[src/shared/plc_pkg.sv]
package plc_pkg;

    // Register byte offsets
    localparam logic [7:0] PLC_CFG_OFF  = 8'h00;
    localparam logic [7:0] PLC_LUT_OFF  = 8'h04;
    localparam logic [7:0] PLC_POS_OFF  = 8'h08;
    localparam logic [7:0] PLC_STAT_OFF = 8'h0c;

    localparam logic [31:0] PLC_CFG_RST = 32'h0000_0000;
    localparam logic [15:0] PLC_LUT_RST = 16'h0000;
    localparam logic [7:0]  PLC_POS_RST = 8'h00;

    // Configuration fields
    localparam int PLC_CFG_MODE_LO  = 0;
    localparam int PLC_CFG_CP_LO    = 2;
    localparam int PLC_CFG_CARRYSEL = 5;
    localparam int PLC_CFG_PACK     = 6;
    localparam int PLC_CFG_CE_A     = 7;
    localparam int PLC_CFG_CASC_OR  = 8;
    localparam int PLC_CFG_LOC_REG  = 9;
    localparam int PLC_CFG_GLB_REG  = 10;
    localparam int PLC_CFG_WIDTH    = 11;

    // Position fields: cluster index and slot inside the cluster
    localparam int PLC_POS_CLU_LO  = 0;
    localparam int PLC_POS_SLOT_LO = 5;

    // Status fields
    localparam int PLC_ST_CELL  = 0;
    localparam int PLC_ST_LUT   = 1;
    localparam int PLC_ST_CARRY = 2;
    localparam int PLC_ST_CASC  = 3;
    localparam int PLC_ST_TRI   = 4;
    localparam int PLC_ST_END   = 5;
    localparam int PLC_ST_NEXT  = 6;

    // Row geometry for the cascade chain
    localparam logic [2:0] PLC_LAST_SLOT    = 3'h7;
    localparam logic [4:0] PLC_CLUSTER_HOP  = 5'h02;
    localparam logic [4:0] PLC_MID_LAST_CLU = 5'h11;
    localparam logic [4:0] PLC_MID_NEXT_CLU = 5'h12;
    localparam int         PLC_TRI_DRIVERS  = 4;

    typedef enum logic [1:0] {
        PLC_NORMAL,
        PLC_ARITH,
        PLC_UPDOWN,
        PLC_CLRCNT
    } plc_mode_t;

    typedef enum logic [2:0] {
        PLC_CP_CLR,
        PLC_CP_PRE,
        PLC_CP_CLR_PRE,
        PLC_CP_LD_CLR,
        PLC_CP_LD_PRE,
        PLC_CP_LD,
        PLC_CP_NONE_A,
        PLC_CP_NONE_B
    } plc_cp_t;

endpackage : plc_pkg

[src/hdl/plc_logic_cell.sv]
// The register offsets and the APB register port were decided locally.
`timescale 1ns/100ps

// Functional notes
// Long chains hop to same-parity clusters
// Chain breaks at row midpoint, restarts after
// n chained cells give 4n input function
// Four modes: normal, arithmetic, updown, clearable
// Seven logic inputs plus three register controls; the code has six: inputs a to d, carry in and cascade in
// Synchronous clock enable, optionally from input a
// Normal LUT fourth input: carry or input c
// LUT combined with cascade in drives cascade out
// Packing: input d feeds register directly
// Packed register keeps controls, outputs split
// Arithmetic: sum LUT and carry LUT
// Updown counter: enable, direction, synchronous load
// Clearable counter: load mux ANDed with clear
// Emulated bus: contention low, floating high
// Clear and preset active low, idle high
// Control a asynchronously loads input c; the code loads it at the next pclk edge
// Six clear and preset control modes
// Clear mode: either control line clears
// Chip reset overrides all, clears registers
// Preset by loading one or inverted clear
// Clear and preset: a presets, b clears
// Load with clear: a loads, b clears
// Load with preset: inverted register, b presets
// Load only: a drives preset and clear
// Register holds when enable is low
module plc_logic_cell
(
    input  wire logic                                pclk,
    input  wire logic                                presetn,
    input  wire logic                                psel,
    input  wire logic                                penable,
    input  wire logic                                pwrite,
    input  wire logic [31:0]                         paddr,
    input  wire logic [31:0]                         pwdata,
    output logic      [31:0]                         prdata,
    output logic                                     pready,
    output logic                                     pslverr,
    input  wire logic                                cell_input_a,
    input  wire logic                                cell_input_b,
    input  wire logic                                cell_input_c,
    input  wire logic                                cell_input_d,
    input  wire logic                                carry_in,
    input  wire logic                                cascade_in,
    input  wire logic                                cluster_control_a_n,
    input  wire logic                                cluster_control_b_n,
    input  wire logic                                chip_reset_n,
    input  wire logic [plc_pkg::PLC_TRI_DRIVERS-1:0] tri_en,
    input  wire logic [plc_pkg::PLC_TRI_DRIVERS-1:0] tri_data,
    output logic                                     local_out,
    output logic                                     global_out,
    output logic                                     carry_out,
    output logic                                     cascade_out,
    output logic                                     tri_bus
);
    import plc_pkg::*;

    function automatic logic lut_pick(input logic [15:0] table_v, input logic [3:0] idx);
        lut_pick = table_v[idx];
    endfunction : lut_pick

    function automatic logic tri_resolve(input logic [PLC_TRI_DRIVERS-1:0] en,
                                         input logic [PLC_TRI_DRIVERS-1:0] dat);
        logic found;
        logic val;
        found = 1'b0;
        val   = 1'b1;
        for (int i = 0; i < PLC_TRI_DRIVERS; i++)
        begin
            if (en[i])
            begin
                val   = found ? 1'b0 : dat[i];
                found = 1'b1;
            end
        end
        tri_resolve = val;
    endfunction : tri_resolve

    // Registers
    logic [PLC_CFG_WIDTH-1:0] cfg_q;
    logic [15:0]              lut_q;
    logic [7:0]               pos_q;
    logic [31:0]              prdata_q;
    logic                     pready_q;
    logic                     pslverr_q;
    logic                     cell_q;
    logic                     cell_d;
    logic                     local_q;
    logic                     global_q;
    logic                     carry_q;
    logic                     casc_q;
    logic                     tri_q;

    // Bus decode
    wire  [7:0] addr_lo     = paddr[7:0];
    wire        hit_cfg     = (paddr[31:8] == 24'h00_0000) && (addr_lo == PLC_CFG_OFF);
    wire        hit_lut     = (paddr[31:8] == 24'h00_0000) && (addr_lo == PLC_LUT_OFF);
    wire        hit_pos     = (paddr[31:8] == 24'h00_0000) && (addr_lo == PLC_POS_OFF);
    wire        hit_stat    = (paddr[31:8] == 24'h00_0000) && (addr_lo == PLC_STAT_OFF);
    wire        hit_any     = hit_cfg || hit_lut || hit_pos || hit_stat;
    wire        setup_ph    = psel && !penable;
    wire        access_done = psel && penable && pready_q;
    wire        wr_en       = access_done && pwrite && hit_any;

    // Configuration fields
    plc_mode_t mode;
    plc_cp_t   cp_mode;
    assign mode    = plc_mode_t'(cfg_q[PLC_CFG_MODE_LO +: 2]);
    assign cp_mode = plc_cp_t'(cfg_q[PLC_CFG_CP_LO +: 3]);
    wire carry_sel = cfg_q[PLC_CFG_CARRYSEL];
    wire pack_en   = cfg_q[PLC_CFG_PACK];
    wire ce_from_a = cfg_q[PLC_CFG_CE_A];
    wire casc_or   = cfg_q[PLC_CFG_CASC_OR];
    wire loc_reg   = cfg_q[PLC_CFG_LOC_REG];
    wire glb_reg   = cfg_q[PLC_CFG_GLB_REG];

    // Cascade chain position inside the row
    wire [4:0] cluster  = pos_q[PLC_POS_CLU_LO +: 5];
    wire [2:0] slot     = pos_q[PLC_POS_SLOT_LO +: 3];
    wire       at_last  = (slot == PLC_LAST_SLOT);
    wire       at_first = (slot == 3'h0);
    // Same-parity hop: the next cluster of this chain is two further along
    wire [4:0] next_clu = at_last ? 5'(cluster + PLC_CLUSTER_HOP) : cluster;
    // No successor across the memory block in the middle of the row
    wire chain_end   = at_last && (cluster == PLC_MID_LAST_CLU);
    wire chain_start = at_first && ((cluster == PLC_MID_NEXT_CLU) || (cluster < PLC_CLUSTER_HOP));
    // A chain start ignores its cascade input by taking the identity value
    wire casc_ident = casc_or ? 1'b0 : 1'b1;
    wire casc_eff   = chain_start ? casc_ident : cascade_in;

    // Register output; load-with-preset stores the value inverted
    wire inv_reg  = (cp_mode == PLC_CP_LD_PRE);
    wire cell_out = inv_reg ? ~cell_q : cell_q;

    // Normal mode: one 4-input table
    wire [3:0] idx_norm = {cell_input_d, carry_sel ? carry_in : cell_input_c,
                           cell_input_b, cell_input_a};
    wire lut_norm = lut_pick(lut_q, idx_norm);

    // Arithmetic: low half is the result table, high half the carry table
    wire [3:0] idx_sum   = {1'b0, carry_in, cell_input_b, cell_input_a};
    wire [3:0] idx_cry   = {1'b1, carry_in, cell_input_b, cell_input_a};
    wire       arith_sum = lut_pick(lut_q, idx_sum);
    wire       arith_cry = lut_pick(lut_q, idx_cry);

    // Counters: direction sits in the cascade-in position for up/down only
    wire       cnt_dir  = (mode == PLC_UPDOWN) ? cascade_in : 1'b0;
    wire [3:0] idx_cnt  = {1'b0, cnt_dir, carry_in, cell_out};
    wire [3:0] idx_ccry = {1'b1, cnt_dir, carry_in, cell_out};
    wire       cnt_lut  = lut_pick(lut_q, idx_cnt);
    wire       cnt_cry  = lut_pick(lut_q, idx_ccry);
    // Input b enables counting, input d selects a load of input c
    wire cnt_next = cell_input_b ? cnt_lut : cell_out;
    wire cnt_mux  = cell_input_d ? cell_input_c : cnt_next;
    // Synchronous clear is active low on the cascade-in position
    wire clr_cnt  = cnt_mux & cascade_in;

    // Per-mode LUT view, carry and register data
    logic lut_res;
    logic carry_d;
    logic data_d;
    always_comb
    begin
        lut_res = lut_norm;
        carry_d = 1'b0;
        data_d  = pack_en ? cell_input_d : lut_norm;
        case (mode)
            PLC_NORMAL:
            begin
                lut_res = lut_norm;
                carry_d = 1'b0;
                data_d  = pack_en ? cell_input_d : lut_norm;
            end
            PLC_ARITH:
            begin
                lut_res = arith_sum;
                carry_d = arith_cry;
                data_d  = arith_sum;
            end
            PLC_UPDOWN:
            begin
                lut_res = cnt_lut;
                carry_d = cnt_cry;
                data_d  = cnt_mux;
            end
            PLC_CLRCNT:
            begin
                lut_res = cnt_lut;
                carry_d = cnt_cry;
                data_d  = clr_cnt;
            end
            default:
            begin
                lut_res = lut_norm;
                carry_d = 1'b0;
                data_d  = lut_norm;
            end
        endcase
    end

    // Cascade is AND, or OR by inversion; counters use that input otherwise
    wire casc_use  = (mode == PLC_NORMAL) || (mode == PLC_ARITH);
    wire casc_comb = casc_or ? (lut_res | casc_eff) : (lut_res & casc_eff);
    wire casc_d    = casc_use ? casc_comb : lut_res;

    // Clear and preset generation, both active low onto the stored bit
    logic clr_n;
    logic pre_n;
    always_comb
    begin
        clr_n = 1'b1;
        pre_n = 1'b1;
        case (cp_mode)
            PLC_CP_CLR:
            begin
                clr_n = cluster_control_a_n & cluster_control_b_n;
                pre_n = 1'b1;
            end
            PLC_CP_PRE:
            begin
                pre_n = cluster_control_a_n;
            end
            PLC_CP_CLR_PRE:
            begin
                pre_n = cluster_control_a_n;
                clr_n = cluster_control_b_n;
            end
            PLC_CP_LD_CLR:
            begin
                pre_n = cluster_control_a_n | ~cell_input_c;
                clr_n = (cluster_control_a_n | cell_input_c) & cluster_control_b_n;
            end
            PLC_CP_LD_PRE:
            begin
                // Stored bit is inverted, so load drives the opposite path
                pre_n = cluster_control_a_n | cell_input_c;
                clr_n = (cluster_control_a_n | ~cell_input_c) & cluster_control_b_n;
            end
            PLC_CP_LD:
            begin
                pre_n = cluster_control_a_n | ~cell_input_c;
                clr_n = cluster_control_a_n | cell_input_c;
            end
            default:
            begin
                clr_n = 1'b1;
                pre_n = 1'b1;
            end
        endcase
    end

    wire ce        = ce_from_a ? cell_input_a : 1'b1;
    wire store_d   = inv_reg ? ~data_d : data_d;
    wire async_idle = chip_reset_n && clr_n && pre_n;

    // Controls are sampled on pclk; they act regardless of clock enable
    always_comb
    begin
        if (!chip_reset_n)
            cell_d = 1'b0;
        else if (!clr_n)
            cell_d = 1'b0;
        else if (!pre_n)
            cell_d = 1'b1;
        else if (ce)
            cell_d = store_d;
        else
            cell_d = cell_q;
    end

    always_ff @(posedge pclk or negedge presetn)
    begin
        if (!presetn)
            cell_q <= 1'b0;
        else
            cell_q <= cell_d;
    end

    // Two outputs select register or table independently
    always_ff @(posedge pclk or negedge presetn)
    begin
        if (!presetn)
        begin
            local_q  <= 1'b0;
            global_q <= 1'b0;
            carry_q  <= 1'b0;
            casc_q   <= 1'b0;
            tri_q    <= 1'b1;
        end
        else
        begin
            local_q  <= loc_reg ? cell_out : lut_res;
            global_q <= glb_reg ? cell_out : lut_res;
            carry_q  <= carry_d;
            casc_q   <= casc_d;
            tri_q    <= tri_resolve(tri_en, tri_data);
        end
    end

    // Register writes
    always_ff @(posedge pclk or negedge presetn)
    begin
        if (!presetn)
        begin
            cfg_q <= PLC_CFG_RST[PLC_CFG_WIDTH-1:0];
            lut_q <= PLC_LUT_RST;
            pos_q <= PLC_POS_RST;
        end
        else if (wr_en)
        begin
            if (hit_cfg)
                cfg_q <= pwdata[PLC_CFG_WIDTH-1:0];
            else if (hit_lut)
                lut_q <= pwdata[15:0];
            else if (hit_pos)
                pos_q <= pwdata[7:0];
        end
    end

    // Read data and status
    logic [31:0] stat_v;
    logic [31:0] rd_v;
    always_comb
    begin
        stat_v = 32'h0000_0000;
        stat_v[PLC_ST_CELL]       = cell_out;
        stat_v[PLC_ST_LUT]        = lut_res;
        stat_v[PLC_ST_CARRY]      = carry_q;
        stat_v[PLC_ST_CASC]       = casc_q;
        stat_v[PLC_ST_TRI]        = tri_q;
        stat_v[PLC_ST_END]        = chain_end;
        stat_v[PLC_ST_NEXT +: 5]  = next_clu;
        if (hit_cfg)
            rd_v = {21'h00_0000, cfg_q};
        else if (hit_lut)
            rd_v = {16'h0000, lut_q};
        else if (hit_pos)
            rd_v = {24'h00_0000, pos_q};
        else if (hit_stat)
            rd_v = stat_v;
        else
            rd_v = 32'h0000_0000;
    end

    // No wait state: ready rises in the first access cycle
    always_ff @(posedge pclk or negedge presetn)
    begin
        if (!presetn)
        begin
            pready_q  <= 1'b0;
            pslverr_q <= 1'b0;
            prdata_q  <= 32'h0000_0000;
        end
        else
        begin
            pready_q  <= setup_ph;
            pslverr_q <= setup_ph && !hit_any;
            prdata_q  <= (setup_ph && !pwrite) ? rd_v : 32'h0000_0000;
        end
    end

    assign prdata      = prdata_q;
    assign pready      = pready_q;
    assign pslverr     = pslverr_q;
    assign local_out   = local_q;
    assign global_out  = global_q;
    assign carry_out   = carry_q;
    assign cascade_out = casc_q;
    assign tri_bus     = tri_q;
endmodule : plc_logic_cell

[config.mk]
export PLATFORM = sky130hd
export DESIGN_NAME = plc_logic_cell
export DESIGN_NICKNAME = d
export VERILOG_FILES = /design/src/shared/plc_pkg.sv /design/src/hdl/plc_logic_cell.sv
export SDC_FILE = /design/constraint.sdc
export NUM_CORES = 1
export LEC_CHECK = 0
export BUFFER_PORTS_ARGS = -buffer_cell sky130_fd_sc_hd__buf_4
export CAP_MARGIN = 20
export CORE_UTILIZATION = 49
export CTS_CLUSTER_SIZE = 24
export DETAILED_ROUTE_END_ITERATION = 10
export PLACE_DENSITY_LB_ADDON = 0.25
export SKIP_CTS_REPAIR_TIMING = 1
export SLEW_MARGIN = 20
export SYNTH_ARGS = -nofsm -noshare
export SYNTH_HDL_FRONTEND = slang
export SYNTH_SLANG_ARGS = --single-unit
[constraint.sdc]
create_clock -name pclk -period 3.2 [get_ports pclk]
set_input_delay 0.48 -clock pclk [delete_from_list [all_inputs] [get_ports pclk]]
set_output_delay 0.48 -clock pclk [all_outputs]
set_load 0.005 [all_outputs]
==> results of run 1 <==
==> cells in the mapped netlist (all sizes together) (2+ instances only) <==
master	number	area [um^2]
buf	21	150
nand2b	4	25.0
a211o	3	27.5
dfrtp	58	1450
mux4	7	165
xor2	4	53.8
a21oi	17	85.1
mux2	37	417
inv	12	45.0
o221a	6	67.6
or3	2	12.5
nand4	4	25.0
nor2b	6	37.5
nand3	2	10.0
o22ai	4	25.0
nand2	15	56.3
clkbuf	8	30.0
nor3b	3	22.5
and4	2	17.5
mux2i	12	120
nor2	13	48.8
o21ai	11	55.1
nor3	8	40.0
and3	3	18.8
and2	5	31.3
nor4	9	56.3
a211oi	2	15.0
ha	2	25.0
==> final timing paths <==
kind	endpoint	slack [ns]	from	cells past startpoint
setup / recovery	cascade_out	0.68	cfg_q[4]	6
hold / removal	pslverr	0.20	presetn	1
setup reg to reg	cascade_out	0.68	cfg_q[4]	6
hold reg to reg	local_out	0.49	cfg_q[9]	1
max in group asynchronous	pos_q[0]	2.52	presetn	1
min in group pclk	lut_q[15]	0.37	pwdata[15]	2
==> area by class of cell <==
type                            count  area (um^2)  share of cell area
Sequential cell                    59         1480               0.350
Multi-Input combinational cell    213         1660               0.393
Clock buffer                       11          131              0.0311
Tap cell                           77         96.3              0.0228
Timing Repair Buffer               98          736               0.174
Clock inverter                      5         77.6              0.0184
Inverter                           12         45.0              0.0107
==> state kept, by name, indices dropped and copies added, names as in the netlist <==
name and count:
cell_q 1, local_out 1, cascade_out 1, global_out 1
pos_q 8, pslverr 1, tri_bus 1, cfg_q 11
lut_q 16, carry_out 1, prdata 16, pready 1
==> stage by stage <==
step | hold WS [ns] | power [mW] | setup WS (ns) | std cells
finish | 0.196 | 1.60 | 0.678 | 475
global route | 0.250 | 1.66 | 0.519 | 475
CTS | 0.223 | 1.62 | 0.675 | 475
detailed placement | 0.485 | 0.899 | 0.710 | 459
global placement | 0.480 | 0.896 | 0.720 | 459
floorplan | 0.184 | 0.814 | 0.791 | 313
==> logic make-up (layout without fill, tap and decap cells) <==
family                   count (synthesis)  in the layout  share of synthesized area
other                                    1             16                    0.00114
adder cells (fa/ha/maj)                  2              2                    0.00757
multiplexers                            56             56                      0.213
AO/OA/AOI/OAI                           54             54                      0.113
AND/OR/NAND/NOR                         80             80                      0.132
flip-flops                              59             59                      0.447
buffers and inverters                   41            126                     0.0682
XOR/XNOR                                 5              5                     0.0189
==> layer usage <==
| metal | up-vias | share of wire | GRT usage |
|---|---|---|---|
| li1 | 1258 | - | - |
| met1 | 1316 | 0.43 | 0.323 |
| met2 | 105 | 0.50 | 0.402 |
| met3 | 4 | 0.057 | 0.0603 |
| met4 | 0 | 0.0065 | 0.0752 |
| met5 | - | 0 | 0 |
==> cell usage in the layout, fill, tap and decap left out, drive strengths merged, types with 3 or more instances in the layout <==
master / n
nor3b: 3
a211o: 3
and3: 3
o22ai: 4
dfrtp: 58
o221a: 6
xor2: 4
buf: 98
inv: 12
nand2b: 4
nor2: 13
mux2: 37
and2: 5
nand2: 15
conb: 16
o21ai: 11
a21oi: 17
mux2i: 12
nor2b: 6
mux4: 7
clkbuf: 11
nor4: 9
nor3: 8
nand4: 4
==> power by group through the flow <==
| stage | sequential, mW | combinational, mW | clock [mW] |
|---|---|---|---|
| 2_1_floorplan | 0.764 | 0.0504 | 0 |
| 3_3_place_gp | 0.764 | 0.133 | 0 |
| 3_5_place_dp | 0.764 | 0.136 | 0 |
| 4_1_cts | 0.750 | 0.137 | 0.735 |
| 5_1_grt | 0.749 | 0.149 | 0.765 |
| 6_report | 0.750 | 0.136 | 0.717 |
==> flow_summary.json, run 1 <==
{
  "fin_nets": 481,
  "ys_seq_elements": 59,
  "placed_cell_area_um2": 4010,
  "rows": 29,
  "track_usage": 0.245,
  "cp_slowest_cell": "mux4_2",
  "wl_per_cell_um": 17.3,
  "drive_above_1_share": 0.420,
  "clk_pin_slew_ns": 0.06,
  "final_util": 0.657,
  "wl_mm": 8.20,
  "grt_pass1_vias": 2621,
  "die_w_um": 84.1,
  "cp.arrival_ns": 2.74,
  "cp_cell_sequence": "or3b_4 -> xor2_4 -> mux4_2 -> a221o_2 -> a21oi_1 -> nor2_1",
  "crit_fanout": 8,
  "grt_max_degree": 60,
  "yosysWarnings": 0,
  "cp.required_ns": 3.42,
  "viasPerCell": 5.65,
  "core_area_um2": 6420,
  "synth_edf_count": 0,
  "hold_viol_final": 0,
  "sw_frac_of_total": 0.216,
  "outcome": "finished, violations left",
  "first_iter_violations": 222,
  "initial_utilization": 0.514,
  "end_kind": "register",
  "p_leak_nw": 2.14,
  "violations": "design-rule violations",
  "post-route-min-period_ns": 2.52,
  "clk_latency_ns": 0.34,
  "worst_ir_drop_vdd_v": 0.000255,
  "ios": 125,
  "first_pass_iters": 8,
  "area_growth_pct": 27.8,
  "finalCritPeriodShare": 0.788,
  "root_buffer": "clkbuf_8",
  "portBuffers": 92,
  "seq_area_frac_synth": 0.447,
  "setup_viol": 0,
  "die_y_um": 84.1,
  "drc": 14,
  "critical_path.max_stage_delay_ns": 0.54,
  "fin_area_um2": 4220,
  "fillers": 522,
  "route.antenna.remaining_nets": 0,
  "p_per_area_nw_per_um2": 380,
  "cp_top_family": "compound AO/OA/AOI/OAI gates",
  "skew_ns": 0.00943,
  "seq_power_share": 0.468,
  "critPathBufInv": 0,
  "die-area_um2": 7070,
  "vias": 2683,
  "rsz0062_at_grt": "false",
  "avgSynthCellArea_um2": 11.1,
  "synth_cells": 298,
  "max_freq_mhz": 396,
  "tightest_slew_ns": 0.719,
  "internal_power_mw": 1.26,
  "async_flop_share": 1.00,
  "htree_levels": 3,
  "synth.distinct_cells": 52,
  "p_switching_mw": 0.346,
  "start_kind": "register",
  "hp-class": "primary input to asynchronous set/reset pin",
  "cts.sinks": 59,
  "drv_slew": 0,
  "relSlewSlack": 0.521,
  "gp_congestion": 0.886,
  "cap_violations": 0,
  "grt_pass1_wl_mm": 13.1,
  "grt_overflow": 0,
  "cts_tree": "built",
  "antennaDiodeCount": 0,
  "clockBufferDepth": 2,
  "cts_buffers": 9,
  "critPathKind": "register to register",
  "place_hpwl_mm": 6.11,
  "antenna_found_initial": 0,
  "p_comb_frac": 0.085,
  "netlist_area_um2": 3300,
  "synthFlopType": "dfrtp_1",
  "tns_ns": 0,
  "p_clk_frac": 0.448
}
Note: power is estimated with default switching activity, not from simulation.
==> run 2, diff against run 1 <==
==> constraint.sdc (replaced) <==
create_clock -name pclk -period 2.5 [get_ports pclk]
set_input_delay 0.375 -clock pclk [delete_from_list [all_inputs] [get_ports pclk]]
set_output_delay 0.375 -clock pclk [all_outputs]
set_load 0.005 [all_outputs]
==> run 2 against run 1 <==
  * The flow still finishes with violations (design-rule violations)
  * Sequential share of layout area down 0.37 points
  * Largest cell class unchanged
  * Register-to-register slack worse by 0.56 ns
  * Sequential power up 28%
  * Total power up 24%
  * Final cell count up 1.5%
  * Worst setup slack worse by 0.56 ns
  * Sequential cell count unchanged
  * Wire length up 2.0%
  * First-iteration DRC count down 7.2%
  * Critical path type unchanged
  * Combinational power up 29%
==> flow_summary.json, run 2 (synthesis results as in run 1) <==
{
  "outcome": "finished, violations left",
  "violations": "design-rule violations",
  "die_y_um": 84.1,
  "critPathBufInv": 0,
  "drv_slew": 0,
  "end_kind": "register",
  "antennaDiodeCount": 0,
  "viasPerCell": 5.72,
  "finalCritPeriodShare": 0.951,
  "rrSetupSlack_ns": 0.12,
  "rows": 29,
  "clk_pin_slew_ns": 0.06,
  "crit_path_start": "cfg_q[3]",
  "clockBufferDepth": 2,
  "cp.required_ns": 2.72,
  "cap_violations": 0,
  "final_common_cell": "buf_4",
  "initial_utilization": 0.514,
  "drc": 15,
  "gp_congestion": 0.867,
  "layout_common_cells": "buf_4, dfrtp_1, mux2_2",
  "hold_viol_final": 0,
  "start_kind": "register",
  "tns_ns": 0,
  "cp_top_family": "compound AO/OA/AOI/OAI gates",
  "worst-path-stages": 6,
  "cp_cell_sequence": "or3b_4 -> xor2_4 -> mux4_2 -> a221o_2 -> a21oi_1 -> nor2_1",
  "reg2reg_from": "cfg_q[3]",
  "vias": 2759,
  "first_pass_iters": 8,
  "fin_nets": 488,
  "cp.arrival_ns": 2.60,
  "setup_viol": 0,
  "route.antenna.remaining_nets": 0,
  "crit_end": "cascade_out",
  "ios": 125,
  "hp-class": "primary input to asynchronous set/reset pin",
  "dp_slack_ns": 0.0312,
  "grt_pass1_wl_mm": 13.6,
  "crit_fanout": 5,
  "cts_buffers": 9,
  "critPathKind": "register to register",
  "cts.sinks": 59,
  "first_iter_violations": 206,
  "grt_max_degree": 60,
  "skew_ns": 0.0102,
  "cts_tree": "built",
  "relSlewSlack": 0.519,
  "max_freq_mhz": 421,
  "htree_levels": 3,
  "clk_latency_ns": 0.34,
  "stdcell_count": 482,
  "grt_overflow": 0,
  "wl_per_cell_um": 17.4,
  "p_leak_nw": 2.18,
  "critical_path.max_stage_delay_ns": 0.53,
  "setup_ws_ns": 0.122,
  "drive_above_1_share": 0.427,
  "grt_pass1_vias": 2721,
  "p_per_area_nw_per_um2": 464,
  "antenna_found_initial": 0,
  "place_hpwl_mm": 6.32,
  "root_buffer": "clkbuf_8",
  "reg2regPathDepth": 6,
  "die-area_um2": 7070,
  "tightest_slew_ns": 0.721,
  "portBuffers": 92,
  "wl_mm": 8.37,
  "die_w_um": 84.1,
  "post-route-min-period_ns": 2.38,
  "rr_endpoint": "cascade_out",
  "worst_ir_drop_vdd_v": 0.000426,
  "cp_slowest_cell": "mux4_2",
  "core_area_um2": 6420,
  "numPlacedInstances": 466,
  "area_growth_pct": 29.1,
  "rsz0062_at_grt": "false",
  "track_usage": 0.254,
  "fillers": 496
}
-- run 2: cell types whose count changed in the layout (fill, tap and decap cells not counted) --
cell / before / now
buf_12: 0 / 1
bufinv_16: 2 / 1
clkinvlp_4: 1 / 0
clkbuf_8: 9 / 10
buf_4: 98 / 104
clkbuf_1: 2 / 3
-- run 2: how the worst min path moves through the flow --
stage	to	from	cells after the start
2_1_floorplan	carry_out	presetn	0
3_3_place_gp	pslverr	presetn	1
3_5_place_dp	pslverr	presetn	1
4_1_cts	pslverr	presetn	1
5_1_grt	pslverr	presetn	1
6_report	pslverr	presetn	1
-- run 2: routing by layer --
metal,global-route usage,share of wire,vias up
met5,0,0,-
met4,0.0909,0.023,0
met3,0.0702,0.072,16
met2,0.407,0.49,116
met1,0.334,0.42,1349
li1,-,-,1278
-- run 2: worst reg2reg max path, stage by stage, from the launching register on --
cell and delay (ns):
dfrtp_1 0.38, or3b_4 0.44, xor2_4 0.19, mux4_2 0.53, a221o_2 0.48, a21oi_1 0.16, nor2_1 0.09
-- run 2: power by group --
group / leakage, nW / internal [mW] / switching (mW)
clock network: 0.0974 / 0.485 / 0.361
logic: 1.28 / 0.0917 / 0.0828
registers: 0.803 / 0.958 / 0.00143
total: 2.18 / 1.54 / 0.446
-- run 2: final cells by class --
class | instances | area [um^2] | share of cell area
Timing Repair Buffer | 105 | 801 | 0.188
Sequential cell | 59 | 1480 | 0.346
Multi-Input combinational cell | 213 | 1660 | 0.388
Tap cell | 77 | 96.3 | 0.0226
Clock buffer | 13 | 149 | 0.0349
Clock inverter | 3 | 40.0 | 0.00939
Inverter | 12 | 45.0 | 0.0106
-- run 2: metrics by stage --
stage,instance area [um^2],hold WS [ns],util,power (mW)
after floorplan,3360,0.0794,-,1.04
after global placement,4080,0.475,0.635,1.15
after detailed placement,4080,0.484,0.635,1.15
after CTS,4270,0.118,0.664,2.00
after global routing,4270,0.138,0.664,2.07
final,4270,0.0840,0.664,1.98
